## config.mk

```make
export PLATFORM = sky130hd
export DESIGN_NAME = sdg_stall_gate
export DESIGN_NICKNAME = d
export VERILOG_FILES = /design/src/logic/sdg_pkg.sv /design/src/logic/sdg_filt_if.sv /design/src/logic/sdg_load_filter.sv /design/src/logic/sdg_stall_gate.sv
export SDC_FILE = /design/constraint.sdc
export NUM_CORES = 1
export LEC_CHECK = 0
export ABC_AREA = 1
export BUFFER_PORTS_ARGS = -buffer_cell sky130_fd_sc_hd__buf_2
export CAP_MARGIN = 20
export CORE_UTILIZATION = 40
export CTS_CLUSTER_SIZE = 40
export DETAILED_ROUTE_END_ITERATION = 8
export GPL_ROUTABILITY_DRIVEN = 1
export PLACE_DENSITY = 0.55
export SYNTH_ARGS = -nofsm -noshare
export SYNTH_HDL_FRONTEND = slang
export SYNTH_SLANG_ARGS = --single-unit
```

## constraint.sdc

```tcl
create_clock -name ref_clk_in -period 4.3 [get_ports ref_clk_in]
set_clock_uncertainty 0.15 [all_clocks]
set_input_delay 0.43 -clock ref_clk_in [delete_from_list [all_inputs] [get_ports ref_clk_in]]
set_output_delay 0.43 -clock ref_clk_in [all_outputs]
set_load 0.01 [all_outputs]
```

## src/logic/sdg_pkg.sv

```systemverilog
// package: register map, field layout and timing constants of the stall gate
`default_nettype none
package sdg_pkg;
  // ------------------------------------------------------------
  // widths
  // ------------------------------------------------------------
  localparam int LOAD_W = 10; // load result, unsigned
  localparam int OFFS_W = 7; // threshold offset, signed -64..+63
  localparam int GATE_W = 20; // velocity gates and step period
  localparam int WIDE_W = 12; // signed headroom for offset arithmetic
  localparam int ACC_W = 12; // sum of four load samples
  localparam int CNT_W = 2; // sample counter of the filter
  localparam int DIV_W = 4; // step period prescaler
  localparam int OFFS_SHIFT = 4; // one offset unit moves the reading by 16
  localparam int AVG_SHIFT = 2; // divide by four
  // ------------------------------------------------------------
  // constants of the logic
  // ------------------------------------------------------------
  localparam logic [CNT_W-1:0] FILT_LAST = 2'h3; // fourth sample of a period
  localparam logic [DIV_W-1:0] DIV_LAST = 4'hF; // tick every 16 clocks
  localparam logic [GATE_W-1:0] PERIOD_MAX = 20'hFFFFF; // saturation value
  localparam logic [LOAD_W-1:0] LOAD_MAX = 10'h3FF;
  localparam logic [GATE_W-1:0] GATE_RST = 20'h00000; // gates closed after reset
  localparam logic [OFFS_W-1:0] OFFS_RST = 7'h00; // starting offset is zero
  localparam logic signed [OFFS_W-1:0] OFFS_TOP = 7'sd63;
  // ------------------------------------------------------------
  // apb register byte offsets
  // ------------------------------------------------------------
  localparam logic [7:0] REG_CTRL = 8'h00;
  localparam logic [7:0] REG_OFFS = 8'h04;
  localparam logic [7:0] REG_LOWG = 8'h08;
  localparam logic [7:0] REG_HIGHG = 8'h0C;
  localparam logic [7:0] REG_RESULT = 8'h10;
  localparam logic [7:0] REG_PERIOD = 8'h14;
  localparam logic [7:0] REG_IRQ_STAT = 8'h18;
  localparam logic [7:0] REG_IRQ_MASK = 8'h1C;
  // ------------------------------------------------------------
  // field positions
  // ------------------------------------------------------------
  localparam int CTRL_FILT_BIT = 0; // load filter enable
  localparam int CTRL_DSEL_BIT = 1; // 0: diag zero, 1: diag one
  localparam int RES_STALL_BIT = 16; // last result was a stall
  localparam int IRQ_STALL_BIT = 0;
  localparam int IRQ_UPD_BIT = 1;
  localparam int IRQ_W = 2;
  localparam logic [31:0] RD_ZERO = 32'h00000000;
endpackage : sdg_pkg
`default_nettype wire

```

## src/logic/sdg_filt_if.sv

```systemverilog
// interface: samples into and results out of the load filter
`default_nettype none
interface sdg_filt_if;
  import sdg_pkg::*;
  logic sample_valid; // one cycle per full step
  logic [LOAD_W-1:0] sample; // offset-corrected reading
  logic filt_en; // average over four samples
  logic result_valid; // one cycle per new result
  logic [LOAD_W-1:0] result; // filtered or single reading
  modport ctrl (output sample_valid, output sample, output filt_en,
                input result_valid, input result);
  modport filt (input sample_valid, input sample, input filt_en,
                output result_valid, output result);
endinterface : sdg_filt_if
`default_nettype wire

```

## src/logic/sdg_load_filter.sv

```systemverilog
// load filter: passes single readings or averages four of them
`default_nettype none
module sdg_load_filter
  import sdg_pkg::*;
(
  input wire logic ref_clk_in,
  input wire logic sys_rst_in,
  sdg_filt_if.filt fi
);
  // ------------------------------------------------------------
  // state
  // ------------------------------------------------------------
  logic [CNT_W-1:0] cnt, next_cnt; // samples taken this period
  logic [ACC_W-1:0] acc, next_acc; // running sum
  logic valid, next_valid;
  logic [LOAD_W-1:0] res, next_res;
  logic [ACC_W-1:0] sum; // sum including current sample

  assign sum = acc + {{(ACC_W-LOAD_W){1'b0}}, fi.sample};
  assign fi.result_valid = valid;
  assign fi.result = res;

  // next state: one result per sample, or one per four
  always_comb begin
    next_cnt = cnt;
    next_acc = acc;
    next_valid = 1'b0;
    next_res = res;
    if (fi.sample_valid) begin
      if (!fi.filt_en) begin
        // unfiltered: every full step gives a result
        next_valid = 1'b1;
        next_res = fi.sample;
        next_cnt = '0;
        next_acc = '0;
      end else if (cnt == FILT_LAST) begin
        // fourth step closes one electrical period
        next_valid = 1'b1;
        next_res = LOAD_W'(sum >> AVG_SHIFT);
        next_cnt = '0;
        next_acc = '0;
      end else begin
        // collect, no result yet
        next_acc = sum;
        next_cnt = cnt + 2'h1;
      end
    end
  end

  // registers only
  always_ff @(posedge ref_clk_in) begin
    if (sys_rst_in) begin
      cnt <= '0;
      acc <= '0;
      valid <= 1'b0;
      res <= '0;
    end else begin
      cnt <= next_cnt;
      acc <= next_acc;
      valid <= next_valid;
      res <= next_res;
    end
  end
endmodule : sdg_load_filter
`default_nettype wire

```

## src/logic/sdg_stall_gate.sv

```systemverilog
// top: load result, velocity gating, stall pulse and apb registers
`default_nettype none
module sdg_stall_gate
  import sdg_pkg::*;
(
  input wire logic ref_clk_in,
  input wire logic sys_rst_in,
  input wire logic full_step_in, // one-cycle pulse per full step
  input wire logic [LOAD_W-1:0] raw_load_in, // back-emf reading, valid with step
  input wire logic psel,
  input wire logic penable,
  input wire logic pwrite,
  input wire logic [7:0] paddr,
  input wire logic [31:0] pwdata,
  output logic [31:0] prdata,
  output logic pready,
  output logic pslverr,
  output logic diag_output_zero_out,
  output logic diag_output_one_out,
  output logic irq_out
);
  // ------------------------------------------------------------
  // configuration and status state
  // ------------------------------------------------------------
  logic filt_en, next_filt_en; // averaging over four steps
  logic diag_sel, next_diag_sel; // which diag pin carries the pulse
  logic [OFFS_W-1:0] stall_threshold_offset, next_offs; // signed
  logic [GATE_W-1:0] low_velocity_gate, next_lowg; // longest period allowed
  logic [GATE_W-1:0] high_velocity_gate, next_highg; // shortest period, 0 = none
  logic [LOAD_W-1:0] load_measure_result, next_result;
  logic stall_flag, next_stall_flag; // last result was a stall
  logic stall_pulse, next_stall_pulse; // one cycle per stall
  logic [IRQ_W-1:0] irq_stat, next_irq_stat; // sticky events
  logic [IRQ_W-1:0] irq_mask, next_irq_mask;
  logic [31:0] rd_data, next_rd_data; // read data, captured at setup
  logic diag0, next_diag0;
  logic diag_output_one, next_diag_output_one;
  // step period measurement
  logic [DIV_W-1:0] div_cnt, next_div_cnt; // prescaler
  logic [GATE_W-1:0] period_cnt, next_period_cnt; // ticks since last step
  logic [GATE_W-1:0] step_period_measure, next_period;
  // decoded
  logic gate_open; // velocity inside the window
  logic wr_acc; // write access phase
  logic rd_setup; // read setup phase
  logic addr_ok; // address is mapped
  logic result_update; // one cycle per new result
  logic [IRQ_W-1:0] irq_set; // events this cycle
  logic signed [WIDE_W-1:0] corrected; // reading after offset
  logic [LOAD_W-1:0] adjusted; // clamped into result range

  sdg_filt_if fi ();

  // ------------------------------------------------------------
  // offset correction of each raw reading
  // ------------------------------------------------------------
  // saturating step of a period counter
  function automatic logic [GATE_W-1:0] sat_inc(input logic [GATE_W-1:0] v);
    sat_inc = (v == PERIOD_MAX) ? v : v + 20'h00001;
  endfunction : sat_inc

  // positive offset raises the reading, so a zero needs more load
  always_comb begin
    corrected = $signed({2'b00, raw_load_in})
      + ($signed({{(WIDE_W-OFFS_W){stall_threshold_offset[OFFS_W-1]}},
                 stall_threshold_offset}) <<< OFFS_SHIFT);
    if (corrected < 0) begin
      adjusted = '0; // clamp: heavy load or large offset
    end else if (corrected > $signed({2'b00, LOAD_MAX})) begin
      adjusted = LOAD_MAX;
    end else begin
      adjusted = corrected[LOAD_W-1:0];
    end
  end

  assign fi.sample_valid = full_step_in;
  assign fi.sample = adjusted;
  assign fi.filt_en = filt_en;

  sdg_load_filter u_filt (
    .ref_clk_in(ref_clk_in),
    .sys_rst_in(sys_rst_in),
    .fi(fi)
  );

  // ------------------------------------------------------------
  // velocity window
  // ------------------------------------------------------------
  // longer period means slower motor; high gate of zero disables upper limit
  assign gate_open = (step_period_measure <= low_velocity_gate)
    && (step_period_measure >= high_velocity_gate);

  // ------------------------------------------------------------
  // apb decode
  // ------------------------------------------------------------
  assign wr_acc = psel && penable && pwrite;
  assign rd_setup = psel && !penable && !pwrite;
  assign addr_ok = (paddr == REG_CTRL) || (paddr == REG_OFFS) || (paddr == REG_LOWG)
    || (paddr == REG_HIGHG) || (paddr == REG_RESULT) || (paddr == REG_PERIOD)
    || (paddr == REG_IRQ_STAT) || (paddr == REG_IRQ_MASK);
  assign pready = 1'b1; // zero wait states
  assign pslverr = psel && penable && !addr_ok; // unmapped address
  assign prdata = rd_data;
  assign result_update = fi.result_valid;
  assign irq_set[IRQ_STALL_BIT] = next_stall_pulse;
  assign irq_set[IRQ_UPD_BIT] = result_update;
  assign diag_output_zero_out = diag0;
  assign diag_output_one_out = diag_output_one;
  assign irq_out = |(irq_stat & irq_mask);

  // ------------------------------------------------------------
  // next values
  // ------------------------------------------------------------
  always_comb begin
    next_filt_en = filt_en;
    next_diag_sel = diag_sel;
    next_offs = stall_threshold_offset;
    next_lowg = low_velocity_gate;
    next_highg = high_velocity_gate;
    next_irq_mask = irq_mask;
    next_rd_data = rd_data;
    next_result = load_measure_result;
    next_stall_flag = stall_flag;
    next_stall_pulse = 1'b0;
    // register writes take effect in the access phase
    if (wr_acc) begin
      unique case (paddr)
        REG_CTRL: begin
          next_filt_en = pwdata[CTRL_FILT_BIT];
          next_diag_sel = pwdata[CTRL_DSEL_BIT];
        end
        REG_OFFS: begin
          next_offs = pwdata[OFFS_W-1:0];
        end
        REG_LOWG: next_lowg = pwdata[GATE_W-1:0];
        REG_HIGHG: next_highg = pwdata[GATE_W-1:0];
        REG_IRQ_MASK: next_irq_mask = pwdata[IRQ_W-1:0];
        default: ; // read-only, status or unmapped
      endcase
    end
    // set wins over the write-one clear
    next_irq_stat = irq_stat;
    if (wr_acc && paddr == REG_IRQ_STAT) begin
      next_irq_stat = irq_stat & ~pwdata[IRQ_W-1:0];
    end
    next_irq_stat = next_irq_stat | irq_set;
    // read data captured in setup so it comes from a flop
    if (rd_setup) begin
      unique case (paddr)
        REG_CTRL: next_rd_data = RD_ZERO | (32'(filt_en) << CTRL_FILT_BIT)
          | (32'(diag_sel) << CTRL_DSEL_BIT);
        REG_OFFS: next_rd_data = {{(32-OFFS_W){stall_threshold_offset[OFFS_W-1]}},
          stall_threshold_offset};
        REG_LOWG: next_rd_data = 32'(low_velocity_gate);
        REG_HIGHG: next_rd_data = 32'(high_velocity_gate);
        REG_RESULT: next_rd_data = 32'(load_measure_result)
          | (32'(stall_flag) << RES_STALL_BIT);
        REG_PERIOD: next_rd_data = 32'(step_period_measure);
        REG_IRQ_STAT: next_rd_data = 32'(irq_stat);
        REG_IRQ_MASK: next_rd_data = 32'(irq_mask);
        default: next_rd_data = RD_ZERO;
      endcase
    end
    // result refresh, only when the filter hands one over
    if (result_update) begin
      if (gate_open && fi.result == '0) begin
        next_result = '0;
        next_stall_flag = 1'b1;
        next_stall_pulse = 1'b1;
      end else begin
        next_result = fi.result;
        next_stall_flag = 1'b0;
      end
    end
    // one pulse per stall; the controller needs no second one
    // diag pulse trails the stall pulse by one cycle, after the result is visible
    next_diag0 = stall_pulse && !diag_sel;
    next_diag_output_one = stall_pulse && diag_sel;
    // step period in ticks of sixteen clocks
    next_div_cnt = div_cnt + 4'h1;
    next_period_cnt = period_cnt;
    next_period = step_period_measure;
    if (full_step_in) begin
      next_period = period_cnt;
      next_period_cnt = '0;
      next_div_cnt = '0;
    end else if (div_cnt == DIV_LAST) begin
      next_period_cnt = sat_inc(period_cnt); // saturates: standstill reads max
    end
  end

  // ------------------------------------------------------------
  // registers
  // ------------------------------------------------------------
  always_ff @(posedge ref_clk_in) begin
    if (sys_rst_in) begin
      filt_en <= 1'b0;
      diag_sel <= 1'b0;
      stall_threshold_offset <= OFFS_RST;
      low_velocity_gate <= GATE_RST;
      high_velocity_gate <= GATE_RST;
      irq_mask <= '0;
      irq_stat <= '0;
      rd_data <= RD_ZERO;
      load_measure_result <= '0;
      stall_flag <= 1'b0;
      stall_pulse <= 1'b0;
      diag0 <= 1'b0;
      diag_output_one <= 1'b0;
      div_cnt <= '0;
      period_cnt <= PERIOD_MAX; // counts as standstill until first step
      step_period_measure <= PERIOD_MAX;
    end else begin
      filt_en <= next_filt_en;
      diag_sel <= next_diag_sel;
      stall_threshold_offset <= next_offs;
      low_velocity_gate <= next_lowg;
      high_velocity_gate <= next_highg;
      irq_mask <= next_irq_mask;
      irq_stat <= next_irq_stat;
      rd_data <= next_rd_data;
      load_measure_result <= next_result;
      stall_flag <= next_stall_flag;
      stall_pulse <= next_stall_pulse;
      diag0 <= next_diag0;
      diag_output_one <= next_diag_output_one;
      div_cnt <= next_div_cnt;
      period_cnt <= next_period_cnt;
      step_period_measure <= next_period;
    end
  end
endmodule : sdg_stall_gate
`default_nettype wire

```

==> reports/results.txt <==
After detailed routing, the wire length on met1 is 11.8 mm. Proportion of total power due to net switching: 28.3%. The first detailed-routing pass ran for 5 iterations. Detailed routing placed a total of 794 um of wire on met3. The share of synthesized registers carrying an async set or reset came out at 0%. The worst setup path is launched from a flip-flop.

The power density over cell area works out to 333 nW/um^2. Of the total power, registers draw 45.9%. The total negative slack was 0 ps. The tools report the quantity of hold-fixing buffers added after cts as 0.

Routed signal wires occupy layers up through met4. In this run the most critical hold path is launched from pwdata[3]. Clock-pin slew of the registers on the worst-case setup and hold paths: 70 ps. The run finished with clean final reports.

Clock network fraction of design power: 44.0%. The run gives 1,325 as the synthesized netlist net count. STA classifies the critical path endpoint as a flip-flop. The per-cell routed wire length works out to 15.1 um.

Top flip-flop cell by instance count after synthesis: sky130_fd_sc_hd__dfxtp_1. The beginning of the worst register-to-register path was stall_threshold_offset[0]. By area the synthesized netlist is led by sky130_fd_sc_hd__dfxtp_1, sky130_fd_sc_hd__nand2_1, sky130_fd_sc_hd__ha_1, sky130_fd_sc_hd__a21oi_1, sky130_fd_sc_hd__inv_1. Type of the worst min-delay path: in -> reg.

The number of antenna violations at the first check in global routing is 0. Setup violations remaining at the end of the flow were counted as 0. For the mapped cell area, the log shows 8920 sq um. The hold path endpoint is stall_threshold_offset[3]. The power spent charging and discharging nets came out at 0.937 mW. The tools report the wire length reported by the detailed router as 23.4 mm.

Once detailed placement completed, the half-perimeter wirelength came to 17.4 mm. The tools report the number of warnings printed during yosys synthesis as 0. The internal power of the cells totals 2.38 mW. Post-cts resize count: 0.

The worst endpoint required time is 4440 ps, and the average via count per standard cell is 5.08. Number of instances on the worst hold path: 3. The run gives 17 as the number of buffers added by the clock tree synthesis step. The final layout contains 1,373 nets. The initial utilization of the core area, before any placement, comes to 40.9%.

The final worst setup slack is 530 ps. Summed over all cells, the static leakage comes to 4.46 nW. Largest vdd supply drop: 215 uV.

The type of the worst setup path is reg -> reg. The vertical die dimension was 151 um. The final route contains 7,863 vias. Counting the fill cells in the layout gives 2,257. The clock latency reported for the late side of the worst-skew pair was 430 ps; the weighted congestion at the end of routability-driven global placement was 0.876. The number of post-CTS setup repair buffers is 0. The tools report the max-slew violation total from the final report as 0. Cell accounting for the most synthesized area: sky130_fd_sc_hd__dfxtp_1.

The commonest cells after synthesis are sky130_fd_sc_hd__nand2_1, sky130_fd_sc_hd__inv_1, sky130_fd_sc_hd__dfxtp_1. The tools report the clock sink count as 157. Counting flops with a built-in enable in the synthesized netlist gives 0.

Global-route wire length before repair: 38.1 mm. Entering global routing, the biggest net connects 46 pins. From left edge to right edge, the die measures 151 um. The setup check on the worst reg-to-reg path leaves a slack of 530 ps.

The number of placed I/O pins is 93, and the number of instances in the synthesized netlist is 1,208. Counting distinct cell types in the post-synthesis netlist gives 41. The endpoint identified for the worst register-to-register timing path is u_filt.fi.result[6]. In this run the number of H-tree levels came out at 4. Based on the critical path, the design can be clocked at up to 265 MHz. The power consumption was 3.32 mW; the data arrival time at the worst-slack endpoint was 3910 ps. Sequential element share of the synthesized area: 35.2%.

The synthesis-to-layout area growth is 11.6%. The die covers 22,900 sq um. The share of the cycle needed by the critical path after routing works out to 87.7%.

The number of failing hold endpoints at the final stage is 0. The most common cell in the synthesized netlist is sky130_fd_sc_hd__nand2_1. Area share of the leading cell type in the synthesized netlist: 35.2%.

For this run the aggregate overflow at the end of global routing stands at 0. The setup slack at placement came out at 446 ps. The region available for standard cell placement spans 21,800 sq um. After the first detailed-routing iteration, the DRC count stood at 454. The worst-case clock buffer depth was 2; the fraction of layout instances using a drive strength above 1 was 15.8%. In this run the mean area of a mapped cell was 7.39 sq um. TritonCTS built the clock tree. The worst pin sits at a relative slew slack of 26.8%. Number of global-route vias before repair: 7,380. The number of buffers inserted by port buffering is 79. The routed design uses 10.4 mm of met2 wire.

Setup repair after global routing left no endpoint under its margin. At the pin with the least slew margin, the transition time is 1100 ps. In the routed design, unresolved DRC markers number 0.

The tools report the worst hold margin as 121 ps. The number of nets with antenna violations after detailed routing is 0. The cell count of the worst reg-to-reg path is 21, and the time the worst path needs with I/O delays and setup is 3770 ps. The root buffer cell chosen for the clock tree is sky130_fd_sc_hd__clkbuf_16. The run gives 0 as the number of inserted diodes. Row generation in the floorplan step produced 54 rows. Synthesis inferred 157 register bits. Global routing used 21.5% of the available tracks across all layers.

Along the worst path, the maximum fanout reaches 7. Of the total power, combinational logic draws 10.1%. The number of maximum-capacitance constraint violations came out at 0.
-- stage by stage --
step	cell area, sq um	instances	util, %
finish	9960	1549	45.6
global route	9960	1549	45.6
CTS	9960	1549	45.6
detailed placement	9400	1517	43.1
global placement	9380	1516	43.0
floorplan	8920	1208	-
-- worst max path at each step --
stage / start / end / slack, ps / depth (start not counted)
after floorplan: raw_load_in[4] / u_filt.fi.result[6] / 920 / 21
after global placement: raw_load_in[4] / u_filt.fi.result[6] / 500 / 22
after detailed placement: raw_load_in[4] / u_filt.fi.result[6] / 450 / 22
after CTS: stall_threshold_offset[0] / u_filt.fi.result[6] / 510 / 21
after global routing: stall_threshold_offset[0] / u_filt.fi.result[6] / 50 / 21
final: stall_threshold_offset[0] / u_filt.fi.result[6] / 530 / 21
-- power groups by stage --
stage	clock network, mW	registers (mW)	logic [mW]
global route	1.55	1.53	0.379
finish	1.46	1.52	0.333
floorplan	0	1.55	0.243
global placement	0	1.56	0.327
detailed placement	0	1.56	0.333
CTS	1.49	1.52	0.335
-- critical path: stages, from the launching register on --
cell	delay, ps
sky130_fd_sc_hd__dfxtp_1	400
sky130_fd_sc_hd__ha_1	220
sky130_fd_sc_hd__inv_1	60
sky130_fd_sc_hd__fa_1	410
sky130_fd_sc_hd__nor3_1	250
sky130_fd_sc_hd__nor2_1	90
sky130_fd_sc_hd__nand2_1	130
sky130_fd_sc_hd__nand2_2	110
sky130_fd_sc_hd__o21ai_0	260
sky130_fd_sc_hd__inv_1	100
sky130_fd_sc_hd__ha_1	220
sky130_fd_sc_hd__fa_1	440
sky130_fd_sc_hd__nand2_1	100
sky130_fd_sc_hd__nand2_1	90
sky130_fd_sc_hd__nand3_1	110
sky130_fd_sc_hd__nand2_1	60
sky130_fd_sc_hd__nand2_1	50
sky130_fd_sc_hd__nand2_1	60
sky130_fd_sc_hd__o21ai_0	140
sky130_fd_sc_hd__inv_1	60
sky130_fd_sc_hd__nand2_1	60
sky130_fd_sc_hd__a21oi_1	50
-- state kept, by name, indices dropped and copies added (netlist names), 4 cells and up --
name                    count
prdata                     21
high_velocity_gate         20
low_velocity_gate          20
period_cnt                 20
step_period_measure        20
u_filt.acc                 12
load_measure_result        10
u_filt.fi.result           10
stall_threshold_offset      7
div_cnt                     4
-- routing by layer --
metal	global-route usage [%]	vias up
met3	3.34	23
li1	-	4107
met1	29.3	3598
met4	5.80	0
met5	0	-
met2	35.0	135
-- area by class of cell --
| type | instances | area, sq um | share of cell area, % |
|---|---|---|---|
| timing repair buffer | 87 | 468 | 4.70 |
| tap | 280 | 350 | 3.52 |
| clock inverter | 14 | 121 | 1.22 |
| inverter | 175 | 657 | 6.60 |
| sequential | 157 | 3140 | 31.6 |
| multi-input combinational | 818 | 4780 | 48.0 |
| clock buffer | 18 | 439 | 4.41 |
-- layout by cell type, fill, tap and decap left out, drive strengths merged --
cell type	n
nor2	89
nor4	3
o21bai	3
buf	87
xor2	9
xnor2	5
clkinv	2
clkinvlp	3
inv	184
conb	1
o22ai	19
a21o	1
nand2	232
nand3	51
fa	2
a22oi	21
dfxtp	157
a32o	1
nand4	28
a22o	5
nor3	19
o21ai	114
a21oi	124
nor3b	1
o211ai	27
ha	59
clkbuf	18
or2	2
and2	1
a21boi	1
-- cell families (layout without fill, tap and decap cells) --
logic type	Yosys count	count (layout)	synth area share [%]
AO/OA/AOI/OAI	316	316	21.1
other	1	1	0.0420
AND/OR/NAND/NOR	426	426	22.2
flip-flops	157	157	35.2
XOR/XNOR	14	14	1.37
buffers and inverters	233	294	11.3
adder cells (fa/ha/maj)	61	61	8.72
Note: power is estimated with default switching activity, not from simulation.
